### src/irq_flags_pkg.sv
package irq_flags_pkg;

   // flag bit positions
   localparam int unsigned BIT_RX_ERR   = 0;
   localparam int unsigned BIT_TX_ERR   = 1;
   localparam int unsigned BIT_RSVD     = 2;
   localparam int unsigned BIT_TX_DONE  = 3;
   localparam int unsigned BIT_LINK     = 4;
   localparam int unsigned BIT_COPY     = 5;
   localparam int unsigned BIT_PKT      = 6;
   localparam int unsigned BIT_UNIMP    = 7;

   // apb byte offsets
   localparam logic [7:0] OFS_FLAGS     = 8'h00;
   localparam logic [7:0] OFS_ENABLES   = 8'h04;
   localparam logic [7:0] OFS_CLEAR     = 8'h08;
   localparam logic [7:0] OFS_PHY_FLAGS = 8'h0c;
   localparam logic [7:0] OFS_CONTROL   = 8'h10;
   localparam logic [7:0] OFS_PKT_COUNT = 8'h14;

   localparam logic [7:0] FLAGS_RESET   = 8'h00;
   localparam logic [7:0] ENABLES_RESET = 8'h00;
   // flags that host clear operations may reset
   localparam logic [7:0] CLEARABLE     = 8'h2b;
   // bit of the enable register that gates the pin as a whole
   localparam int unsigned BIT_GLOBAL_EN = 7;
   // control register: packet decrement strobe
   localparam int unsigned BIT_PKT_DEC   = 0;
   localparam int unsigned PKT_MAX       = 255;

   typedef struct packed {
      logic copy_done;
      logic link_change;
      logic tx_done;
      logic tx_error;
      logic rx_start_full;
   } events_s;

endpackage

### src/ethernet_interrupt_flags.sv
// The address map and the APB interface to the registers were chosen for this implementation.
`timescale 1ns/1ns
// Behaviour
// - packet pending flag, bit 6, high while an unprocessed packet waits
// - decrement of the last packet drops pending; flag low while the buffer is empty
// - copy done flag, bit 5, set when a copy or checksum finishes
// - link change flag, bit 4, set when the phy reports a link change
// - link change flag cleared only by reading the phy flag register
// - transmit done flag, bit 3, set when a requested transmission ends
// - transmit error flag, bit 1, set on a transmit error
// - packet aborted and receive error bit 0 set if full or count 255
// - receive error flag stays set until host clear or reset
// - receive error with its enable and global enable drives irq pin low
module ethernet_interrupt_flags
(
   input  wire logic                    ref_clk,
   input  wire logic                    rstn,
   input  wire logic                    psel,
   input  wire logic                    penable,
   input  wire logic                    pwrite,
   input  wire logic [7:0]              paddr,
   input  wire logic [31:0]             pwdata,
   output logic [31:0]                  prdata,
   output logic                         pready,
   output logic                         pslverr,
   input  wire irq_flags_pkg::events_s  events,
   input  wire logic                    buffer_no_space,
   output logic                         packet_abort,
   output logic                         irq_n
);

   logic [7:0]  flags_q;
   logic [7:0]  enables_q;
   logic [7:0]  pkt_count;
   logic        pkt_at_max;
   logic        phy_link_q;
   logic        wr_en;
   logic        rd_en;
   logic        packet_decrement;
   logic        phy_read;
   logic        clear_wr;
   logic        accept;
   logic [7:0]  view;
   logic [31:0] prdata_d;

   function automatic logic hit(input logic [7:0] a, input logic [7:0] o);
      hit = (a == o);
   endfunction

   assign pready  = 1'b1;
   assign wr_en   = psel && penable && pwrite;
   assign rd_en   = psel && penable && !pwrite;
   assign pslverr = psel && penable &&
                    !(hit(paddr, irq_flags_pkg::OFS_FLAGS)
                      || hit(paddr, irq_flags_pkg::OFS_ENABLES)
                      || hit(paddr, irq_flags_pkg::OFS_CLEAR)
                      || hit(paddr, irq_flags_pkg::OFS_PHY_FLAGS)
                      || hit(paddr, irq_flags_pkg::OFS_CONTROL)
                      || hit(paddr, irq_flags_pkg::OFS_PKT_COUNT));
   assign packet_decrement = wr_en && hit(paddr, irq_flags_pkg::OFS_CONTROL)
                             && pwdata[irq_flags_pkg::BIT_PKT_DEC];
   assign phy_read = rd_en && hit(paddr, irq_flags_pkg::OFS_PHY_FLAGS);
   assign clear_wr = wr_en && hit(paddr, irq_flags_pkg::OFS_CLEAR);

   // packet lost at start if no room or the count cannot grow
   assign packet_abort = events.rx_start_full
                         && (buffer_no_space || pkt_at_max);
   assign accept = events.rx_start_full && !packet_abort;

   pkt_counter #(.WIDTH(8)) u_count
   (
      .ref_clk (ref_clk),
      .rstn    (rstn),
      .inc     (accept),
      .dec     (packet_decrement),
      .count_q (pkt_count),
      .at_max  (pkt_at_max)
   );

   // sticky flags: a set in the clear cycle wins
   always_ff @(posedge ref_clk or negedge rstn)
   begin
      if (!rstn)
         flags_q <= irq_flags_pkg::FLAGS_RESET;
      else
      begin
         if (clear_wr)
         begin
            flags_q[irq_flags_pkg::BIT_COPY] <=
               flags_q[irq_flags_pkg::BIT_COPY] &
               ~(pwdata[irq_flags_pkg::BIT_COPY]
                 & irq_flags_pkg::CLEARABLE[irq_flags_pkg::BIT_COPY]);
            flags_q[irq_flags_pkg::BIT_TX_DONE] <=
               flags_q[irq_flags_pkg::BIT_TX_DONE] &
               ~pwdata[irq_flags_pkg::BIT_TX_DONE];
            flags_q[irq_flags_pkg::BIT_TX_ERR] <=
               flags_q[irq_flags_pkg::BIT_TX_ERR] &
               ~pwdata[irq_flags_pkg::BIT_TX_ERR];
            flags_q[irq_flags_pkg::BIT_RX_ERR] <=
               flags_q[irq_flags_pkg::BIT_RX_ERR] &
               ~pwdata[irq_flags_pkg::BIT_RX_ERR];
         end
         if (events.copy_done)
            flags_q[irq_flags_pkg::BIT_COPY] <= 1'b1;
         if (events.tx_done)
            flags_q[irq_flags_pkg::BIT_TX_DONE] <= 1'b1;
         if (events.tx_error)
            flags_q[irq_flags_pkg::BIT_TX_ERR] <= 1'b1;
         if (packet_abort)
            flags_q[irq_flags_pkg::BIT_RX_ERR] <= 1'b1;
         // link flag ignores clear writes; only the phy read drops it
         if (events.link_change)
            flags_q[irq_flags_pkg::BIT_LINK] <= 1'b1;
         else if (phy_read)
            flags_q[irq_flags_pkg::BIT_LINK] <= 1'b0;
         flags_q[irq_flags_pkg::BIT_RSVD]  <= 1'b0;
         flags_q[irq_flags_pkg::BIT_UNIMP] <= 1'b0;
         flags_q[irq_flags_pkg::BIT_PKT]   <= 1'b0;
      end
   end

   // pending flag follows the count directly, never stored
   always_comb
   begin
      view = flags_q;
      view[irq_flags_pkg::BIT_PKT] = (pkt_count != 8'h00);
   end

   // phy flag register mirror of the link flag, self clearing on read
   always_ff @(posedge ref_clk or negedge rstn)
   begin
      if (!rstn)
         phy_link_q <= 1'b0;
      else if (events.link_change)
         phy_link_q <= 1'b1;
      else if (phy_read)
         phy_link_q <= 1'b0;
   end

   always_ff @(posedge ref_clk or negedge rstn)
   begin
      if (!rstn)
         enables_q <= irq_flags_pkg::ENABLES_RESET;
      else if (wr_en && hit(paddr, irq_flags_pkg::OFS_ENABLES))
         enables_q <= pwdata[7:0] & 8'hfb;
   end

   always_comb
   begin
      prdata_d = 32'h0000_0000;
      if (hit(paddr, irq_flags_pkg::OFS_FLAGS))
         prdata_d = {24'h00_0000, view};
      else if (hit(paddr, irq_flags_pkg::OFS_ENABLES))
         prdata_d = {24'h00_0000, enables_q};
      else if (hit(paddr, irq_flags_pkg::OFS_PHY_FLAGS))
         prdata_d = {27'h000_0000, phy_link_q, 4'h0};
      else if (hit(paddr, irq_flags_pkg::OFS_PKT_COUNT))
         prdata_d = {24'h00_0000, pkt_count};
   end

   // read data registered in the setup cycle, valid at the access edge
   always_ff @(posedge ref_clk or negedge rstn)
   begin
      if (!rstn)
         prdata <= 32'h0000_0000;
      else if (psel && !penable && !pwrite)
         prdata <= prdata_d;
   end

   // pin is active low; global enable gates every source
   always_ff @(posedge ref_clk or negedge rstn)
   begin
      if (!rstn)
         irq_n <= 1'b1;
      else
         irq_n <= !(enables_q[irq_flags_pkg::BIT_GLOBAL_EN]
                    && |(view & enables_q & 8'h7b));
   end

   property p_rx_err_set;
      @(posedge ref_clk) disable iff (!rstn)
      packet_abort |=> flags_q[irq_flags_pkg::BIT_RX_ERR];
   endproperty
   a_rx_err_set: assert property (p_rx_err_set)
      else $error("receive error not set after abort");

   property p_rx_err_sticky;
      @(posedge ref_clk) disable iff (!rstn)
      flags_q[irq_flags_pkg::BIT_RX_ERR] && !clear_wr
      |=> flags_q[irq_flags_pkg::BIT_RX_ERR];
   endproperty
   a_rx_err_sticky: assert property (p_rx_err_sticky)
      else $error("receive error dropped without host clear");

   property p_abort_cond;
      @(posedge ref_clk) disable iff (!rstn)
      events.rx_start_full && pkt_count == 8'hff |-> packet_abort;
   endproperty
   a_abort_cond: assert property (p_abort_cond)
      else $error("packet at full count not aborted");

   property p_pending;
      @(posedge ref_clk) disable iff (!rstn)
      accept |=> view[irq_flags_pkg::BIT_PKT];
   endproperty
   a_pending: assert property (p_pending)
      else $error("pending flag not raised by a stored packet");

   property p_dec;
      @(posedge ref_clk) disable iff (!rstn)
      packet_decrement && pkt_count == 8'h01 && !events.rx_start_full
      |=> !view[irq_flags_pkg::BIT_PKT];
   endproperty
   a_dec: assert property (p_dec)
      else $error("pending flag kept after last decrement");

   property p_copy;
      @(posedge ref_clk) disable iff (!rstn)
      events.copy_done |=> flags_q[irq_flags_pkg::BIT_COPY];
   endproperty
   a_copy: assert property (p_copy)
      else $error("copy done flag not set");

   property p_link;
      @(posedge ref_clk) disable iff (!rstn)
      flags_q[irq_flags_pkg::BIT_LINK] && !phy_read
      |=> flags_q[irq_flags_pkg::BIT_LINK];
   endproperty
   a_link: assert property (p_link)
      else $error("link flag cleared without phy read");

   property p_link_set;
      @(posedge ref_clk) disable iff (!rstn)
      events.link_change |=> flags_q[irq_flags_pkg::BIT_LINK];
   endproperty
   a_link_set: assert property (p_link_set)
      else $error("link flag not set");

   property p_tx;
      @(posedge ref_clk) disable iff (!rstn)
      events.tx_done |=> flags_q[irq_flags_pkg::BIT_TX_DONE];
   endproperty
   a_tx: assert property (p_tx)
      else $error("transmit done flag not set");

   property p_tx_err;
      @(posedge ref_clk) disable iff (!rstn)
      events.tx_error |=> flags_q[irq_flags_pkg::BIT_TX_ERR];
   endproperty
   a_tx_err: assert property (p_tx_err)
      else $error("transmit error flag not set");

   property p_irq;
      @(posedge ref_clk) disable iff (!rstn)
      enables_q[irq_flags_pkg::BIT_GLOBAL_EN]
      && enables_q[irq_flags_pkg::BIT_RX_ERR]
      && flags_q[irq_flags_pkg::BIT_RX_ERR] |=> !irq_n;
   endproperty
   a_irq: assert property (p_irq)
      else $error("irq pin not low on enabled receive error");

   property p_bit7;
      @(posedge ref_clk) disable iff (!rstn)
      !view[irq_flags_pkg::BIT_UNIMP] && !view[irq_flags_pkg::BIT_RSVD];
   endproperty
   a_bit7: assert property (p_bit7)
      else $error("unimplemented flag bit set");

   // an aborted packet must leave the stored count untouched
   property p_count_hold;
      @(posedge ref_clk) disable iff (!rstn)
      packet_abort && !packet_decrement |=> $stable(pkt_count);
   endproperty
   a_count_hold: assert property (p_count_hold)
      else $error("packet count moved on an aborted packet");

   property p_abort_space;
      @(posedge ref_clk) disable iff (!rstn)
      events.rx_start_full && buffer_no_space |-> packet_abort;
   endproperty
   a_abort_space: assert property (p_abort_space)
      else $error("packet without buffer space not aborted");

   property p_clear_effect;
      @(posedge ref_clk) disable iff (!rstn)
      clear_wr && pwdata[irq_flags_pkg::BIT_TX_DONE] && !events.tx_done
      |=> !flags_q[irq_flags_pkg::BIT_TX_DONE];
   endproperty
   a_clear_effect: assert property (p_clear_effect)
      else $error("transmit done flag not cleared by host clear");

   // with the global enable off the pin must stay released
   property p_irq_off;
      @(posedge ref_clk) disable iff (!rstn)
      !enables_q[irq_flags_pkg::BIT_GLOBAL_EN] |=> irq_n;
   endproperty
   a_irq_off: assert property (p_irq_off)
      else $error("irq pin low with global enable off");

   c_abort: cover property (@(posedge ref_clk) disable iff (!rstn)
      packet_abort);
   c_irq: cover property (@(posedge ref_clk) disable iff (!rstn)
      $fell(irq_n));
   c_clear: cover property (@(posedge ref_clk) disable iff (!rstn)
      clear_wr && flags_q[0]);
   c_link_clear: cover property (@(posedge ref_clk) disable iff (!rstn)
      phy_read && flags_q[irq_flags_pkg::BIT_LINK]);
   c_full: cover property (@(posedge ref_clk) disable iff (!rstn)
      pkt_at_max);

endmodule // ethernet_interrupt_flags

### src/pkt_counter.sv
`timescale 1ns/1ns
module pkt_counter
#(
   parameter int unsigned WIDTH = 8
)
(
   input  wire logic             ref_clk,
   input  wire logic             rstn,
   input  wire logic             inc,
   input  wire logic             dec,
   output logic [WIDTH-1:0]      count_q,
   output logic                  at_max
);

   // refused at elaboration: a narrower counter could never reach the cap
   if (WIDTH < 8)
   begin : g_width_check
      $error("pkt_counter: width must hold the maximum count");
   end

   localparam logic [WIDTH-1:0] MAXV = WIDTH'(irq_flags_pkg::PKT_MAX);

   assign at_max = (count_q == MAXV);

   // increment refused at max, decrement refused at zero
   always_ff @(posedge ref_clk or negedge rstn)
   begin
      if (!rstn)
         count_q <= '0;
      else if (inc && !at_max && !(dec && count_q != '0))
         count_q <= count_q + WIDTH'(1);
      else if (dec && count_q != '0 && !(inc && !at_max))
         count_q <= count_q - WIDTH'(1);
   end

endmodule // pkt_counter

### config.mk
export PLATFORM = sky130hd
export DESIGN_NAME = ethernet_interrupt_flags
export DESIGN_NICKNAME = d
export VERILOG_FILES = /design/src/irq_flags_pkg.sv /design/src/ethernet_interrupt_flags.sv /design/src/pkt_counter.sv
export SDC_FILE = /design/constraint.sdc
export NUM_CORES = 1
export LEC_CHECK = 0
export ABC_AREA = 1
export BUFFER_PORTS_ARGS = -buffer_cell sky130_fd_sc_hd__buf_2
export CAP_MARGIN = 40
export CORE_ASPECT_RATIO = 1.4
export CORE_MARGIN = 2
export CORE_UTILIZATION = 40
export CTS_BUF_LIST = sky130_fd_sc_hd__clkbuf_2 sky130_fd_sc_hd__clkbuf_4 sky130_fd_sc_hd__clkbuf_8
export CTS_CLUSTER_DIAMETER = 200
export DETAILED_ROUTE_END_ITERATION = 10
export GPL_ROUTABILITY_DRIVEN = 0
export PLACE_DENSITY_LB_ADDON = 0.1
export REMOVE_ABC_BUFFERS = 1
export SYNTH_ARGS = -nofsm -noshare
export SYNTH_HDL_FRONTEND = slang
export SYNTH_SLANG_ARGS = --single-unit
### constraint.sdc
create_clock -name ref_clk -period 2 [get_ports ref_clk]
set_input_delay 0.2 -clock ref_clk [delete_from_list [all_inputs] [get_ports ref_clk]]
set_output_delay 0.2 -clock ref_clk [all_outputs]
set_load 0.005 [all_outputs]
==> impl_summary.txt <==
----------------------------------------------------
[Pwr]
  Power, Total ... about 2.7 mW
  Peak VDD IR ... 0.613 mV
  Internal portion of total power ... 1.75 mW
  Share of power burned in registers ... 0.279
  Net switching component of the power ... 0.955 mW
  Lkg Pwr ... 1.53 nW
  Switch share ... 0.352
  Part of the power in combinational logic ... 0.483
  Power density normalized to cell area ... 986 nW/um^2
  Clock power frac ... 0.238

[Timing]
  Number of pins with negative max-slew slack in the final report ... 0
  Setup TNS ... -237 ps
  Unrepaired setup endpoints after global routing ... yes
  Clock period minus final worst setup slack ... 2100 ps
  Final setup fails ... 4
  Maximum clock rate ... 476 MHz
  Max-slew headroom at the worst pin ... 0.559
  Final cycle utilization of the critical path ... 1.05
  Worst Skew ... 4.38 ps
  PnR worst setup slack ... -98.8 ps
  Measured slew at the worst slew-check pin ... 661 ps
  Count of final hold-check violations ... 0

[Min path]
  Hold path endpoint ... phy_link_q
  WHS Path Cells ... 2
  HP Start ... events[3]
  Min-delay worst type ... in2reg

[Yosys]
  Synth Flop Type ... sky130_fd_sc_hd__dfrtp_1
  Top cell type by total area after synthesis ... sky130_fd_sc_hd__dfrtp_1
  Total of warnings raised by yosys ... 0
  Synth cell types ... 32
  Proportion of synthesized flip-flops having asynchronous set or reset ... 1.00
  Area share of the leading cell type in the synthesized netlist ... 0.341
  Number of flops mapped to enable cells by yosys ... 0
  Gate count of the mapped netlist ... 288
  Synth area leaders ... sky130_fd_sc_hd__dfrtp_1 34%, sky130_fd_sc_hd__nand2_1 17%, sky130_fd_sc_hd__buf_4 9.1%
  Synthesized area divided by synthesized cell count ... 7.14 sq um
  Total of flip-flops plus latches after synthesis ... 29
  Share of the yosys chip area belonging to registers ... 0.353
  Post-Synthesis Cell Area ... 2060 sq um

[Clock tree]
  CTS Root Buffer Type ... sky130_fd_sc_hd__clkbuf_8
  Clock-pin slew of the registers on the worst-case setup and hold paths ... 60 ps
  Num Clock Sinks ... 29
  Maximum level of the CTS H-tree ... 2
  Skew-Pair Late Insertion Delay ... 280 ps
  Num CTS Buffers ... 5
  CTS tree ... built
  Bufs on Longest Clock Path ... 2

[Job]
  Max-capacitance violation count ... 0

[Global routing]
  Number of global-route vias before repair ... 1922
  Initial antenna violation count ... 0
  All-layer global routing usage ... 0.200
  Largest net degree at the start of global routing ... 30
  Total grt overflow ... 0
  Wire length of the first global-routing pass ... 8510 um

[Final layout]
  Share of final-layout standard cells stronger than drive strength 1 ... 0.305
  Post-route cell area ... 2750 sq um
  # nets final ... between 400 and 500
  Fillers ... 495
  Antenna diode count ... 0
  Area growth from synthesis to layout ... 33.6%
  Area of the multi-input gates ... 1160 sq um
  Most common library cell in the layout ignoring fill and taps ... sky130_fd_sc_hd__nand2_1
  Register Area ... 727 sq um
  Commonest cells after routing, fill and taps aside ... 93 x sky130_fd_sc_hd__nand2_1, 43 x sky130_fd_sc_hd__buf_4, 36 x sky130_fd_sc_hd__buf_2
  Post-route insts no fill ... 438

[Worst setup path]
  Worst Path Required ... 2210 ps
  Startpoint Class ... flip-flop
  WP data arrival ... 2310 ps
  Critical setup path kind ... reg2reg
  Crit Reg-Reg Startpoint ... u_count.count_q[3]
  Worst reg2reg setup slack ... -100 ps
  Type of destination of the critical path ... flip-flop
  Worst flop-to-flop path endpoint ... u_count.count_q[4]
  Length in cells of the worst reg-to-reg path ... 12
  Start point of the critical path ... u_count.count_q[3]
  Max Fanout on Critical Path ... 7

[Floorplan]
  Height of the die ... 88.9 um
  Floorplan Core Area ... 4920 sq um
  Die Area ... between 5000 and 6000 sq um
  Number of rows in the core area ... 30
  Initial cell density of the core ... 0.418
  Width of the chip ... 64.6 um
  I/O pin count ... 87

[Drt]
  WL final ... 5180 um
  Total number of vias ... 1979
  Number of iterations in the first detailed-routing pass ... 4
  Antenna violation net count after detailed routing ... 0
  DR vias/cell ... 4.52
  DRC errors left ... 0
  DR WL/cell ... 11.8 um
  Number of DRC markers after the initial detailed-route iteration ... 94

[Placement]
  DP Wirelength ... 4000 um
  Placement Setup Slack ... -356 ps
  Placed inst area ... 2470 sq um
  Count of buffers inserted at the top-level ports ... 36
  # placed instances ... 419

[Status]
  Result of the run ... finished, violations left
  Violated checks ... setup timing

----------------------------------------------------
how the worst max path moves through the flow:
| stage | to | cells past startpoint |
|---|---|---|
| 4_1_cts | u_count.count_q[4] | 12 |
| 2_1_floorplan | u_count.count_q[7] | 14 |
| 3_3_place_gp | u_count.count_q[4] | 12 |
| 6_report | u_count.count_q[4] | 12 |
| 5_1_grt | u_count.count_q[4] | 12 |
| 3_5_place_dp | u_count.count_q[4] | 12 |
registers in the layout, indices dropped and copies added, names as in the netlist:
| name | cells |
|---|---|
| prdata | 8 |
| u_count.count_q | 8 |
| enables_q | 7 |
| flags_q | 4 |
| irq_n | 1 |
| phy_link_q | 1 |
synth_stat cells (2+ instances only):
library cell and number:
sky130_fd_sc_hd__conb_1 2, sky130_fd_sc_hd__nor2_1 24, sky130_fd_sc_hd__xnor2_1 2, sky130_fd_sc_hd__nand4_1 6, sky130_fd_sc_hd__dfrtp_1 28, sky130_fd_sc_hd__o21ai_1 2
sky130_fd_sc_hd__nand2_1 94, sky130_fd_sc_hd__a21oi_1 5, sky130_fd_sc_hd__a22o_1 2, sky130_fd_sc_hd__buf_4 25, sky130_fd_sc_hd__nor3_1 5, sky130_fd_sc_hd__nand3_1 31
sky130_fd_sc_hd__nor2_2 3, sky130_fd_sc_hd__ha_1 7, sky130_fd_sc_hd__inv_1 31, sky130_fd_sc_hd__o21ai_0 4, sky130_fd_sc_hd__a21oi_2 2
metal layers:
metal | global-route usage | wire length (um) | share of wire
met1 | 0.200 | 2000 | 0.39
met2 | 0.398 | 2880 | 0.56
met3 | 0.0229 | 155 | 0.030
met4 | 0.104 | 143 | 0.028
met5 | 0 | 0 | 0
kinds of logic (layout without fill, tap and decap cells):
logic type,count (synthesis),count (layout),synth area share
DFF,29,29,0.353
AOI/OAI and AO/OA,19,19,0.0590
xor gates and xnor gates,2,2,0.00852
adders and majority gates,8,8,0.0523
buffers and inverters,59,122,0.156
and+or+nand+nor,169,169,0.367
other,2,25,0.00365
area by class of cell:
| class | instances | area share |
|---|---|---|
| Clock buffer | 7 | 0.0328 |
| Timing Repair Buffer | 81 | 0.191 |
| Inverter | 33 | 0.0478 |
| Sequential cell | 29 | 0.265 |
| Clock inverter | 1 | 0.0109 |
| Multi-Input combinational cell | 223 | 0.424 |
| Tap cell | 64 | 0.0291 |
repair_timing:
| action | 4_1_cts | 5_1_grt |
|---|---|---|
| endpoints found under the hold margin | 28 | 0 |
| buffers inserted | 13 | 0 |
| pin swaps | 12 | 6 |
| endpoints found under the setup margin | 7 | 9 |
| gates resized for setup | 17 | 1 |
| hold buffers | 1 | 0 |
critical path, cell delays in order (launching register included):
cell	delay (ps)
sky130_fd_sc_hd__dfrtp_1	400
sky130_fd_sc_hd__nor2_2	130
sky130_fd_sc_hd__nand4_1	120
sky130_fd_sc_hd__nand4_1	130
sky130_fd_sc_hd__ha_2	210
sky130_fd_sc_hd__inv_4	80
sky130_fd_sc_hd__buf_6	120
sky130_fd_sc_hd__fa_2	360
sky130_fd_sc_hd__nand2_2	100
sky130_fd_sc_hd__a21oi_2	70
sky130_fd_sc_hd__o21ai_1	110
sky130_fd_sc_hd__nand2_1	70
sky130_fd_sc_hd__o21ai_1	110
through the flow:
step | utilization | hold WS (ps)
after global placement | 0.502 | 274
after global routing | 0.559 | 108
final | 0.559 | 95.4
after floorplan | - | -95.6
after CTS | 0.562 | 92.6
after detailed placement | 0.502 | 274
power groups by stage:
stage / logic, mW / clock network [mW] / registers [mW]
final: 1.31 / 0.644 / 0.757
after CTS: 1.29 / 0.660 / 0.756
after global placement: 1.07 / 0 / 0.767
after global routing: 1.49 / 0.683 / 0.770
after floorplan: 0.575 / 0 / 0.790
after detailed placement: 1.07 / 0 / 0.774
No activity file was read; power rests on OpenSTA's default activity.
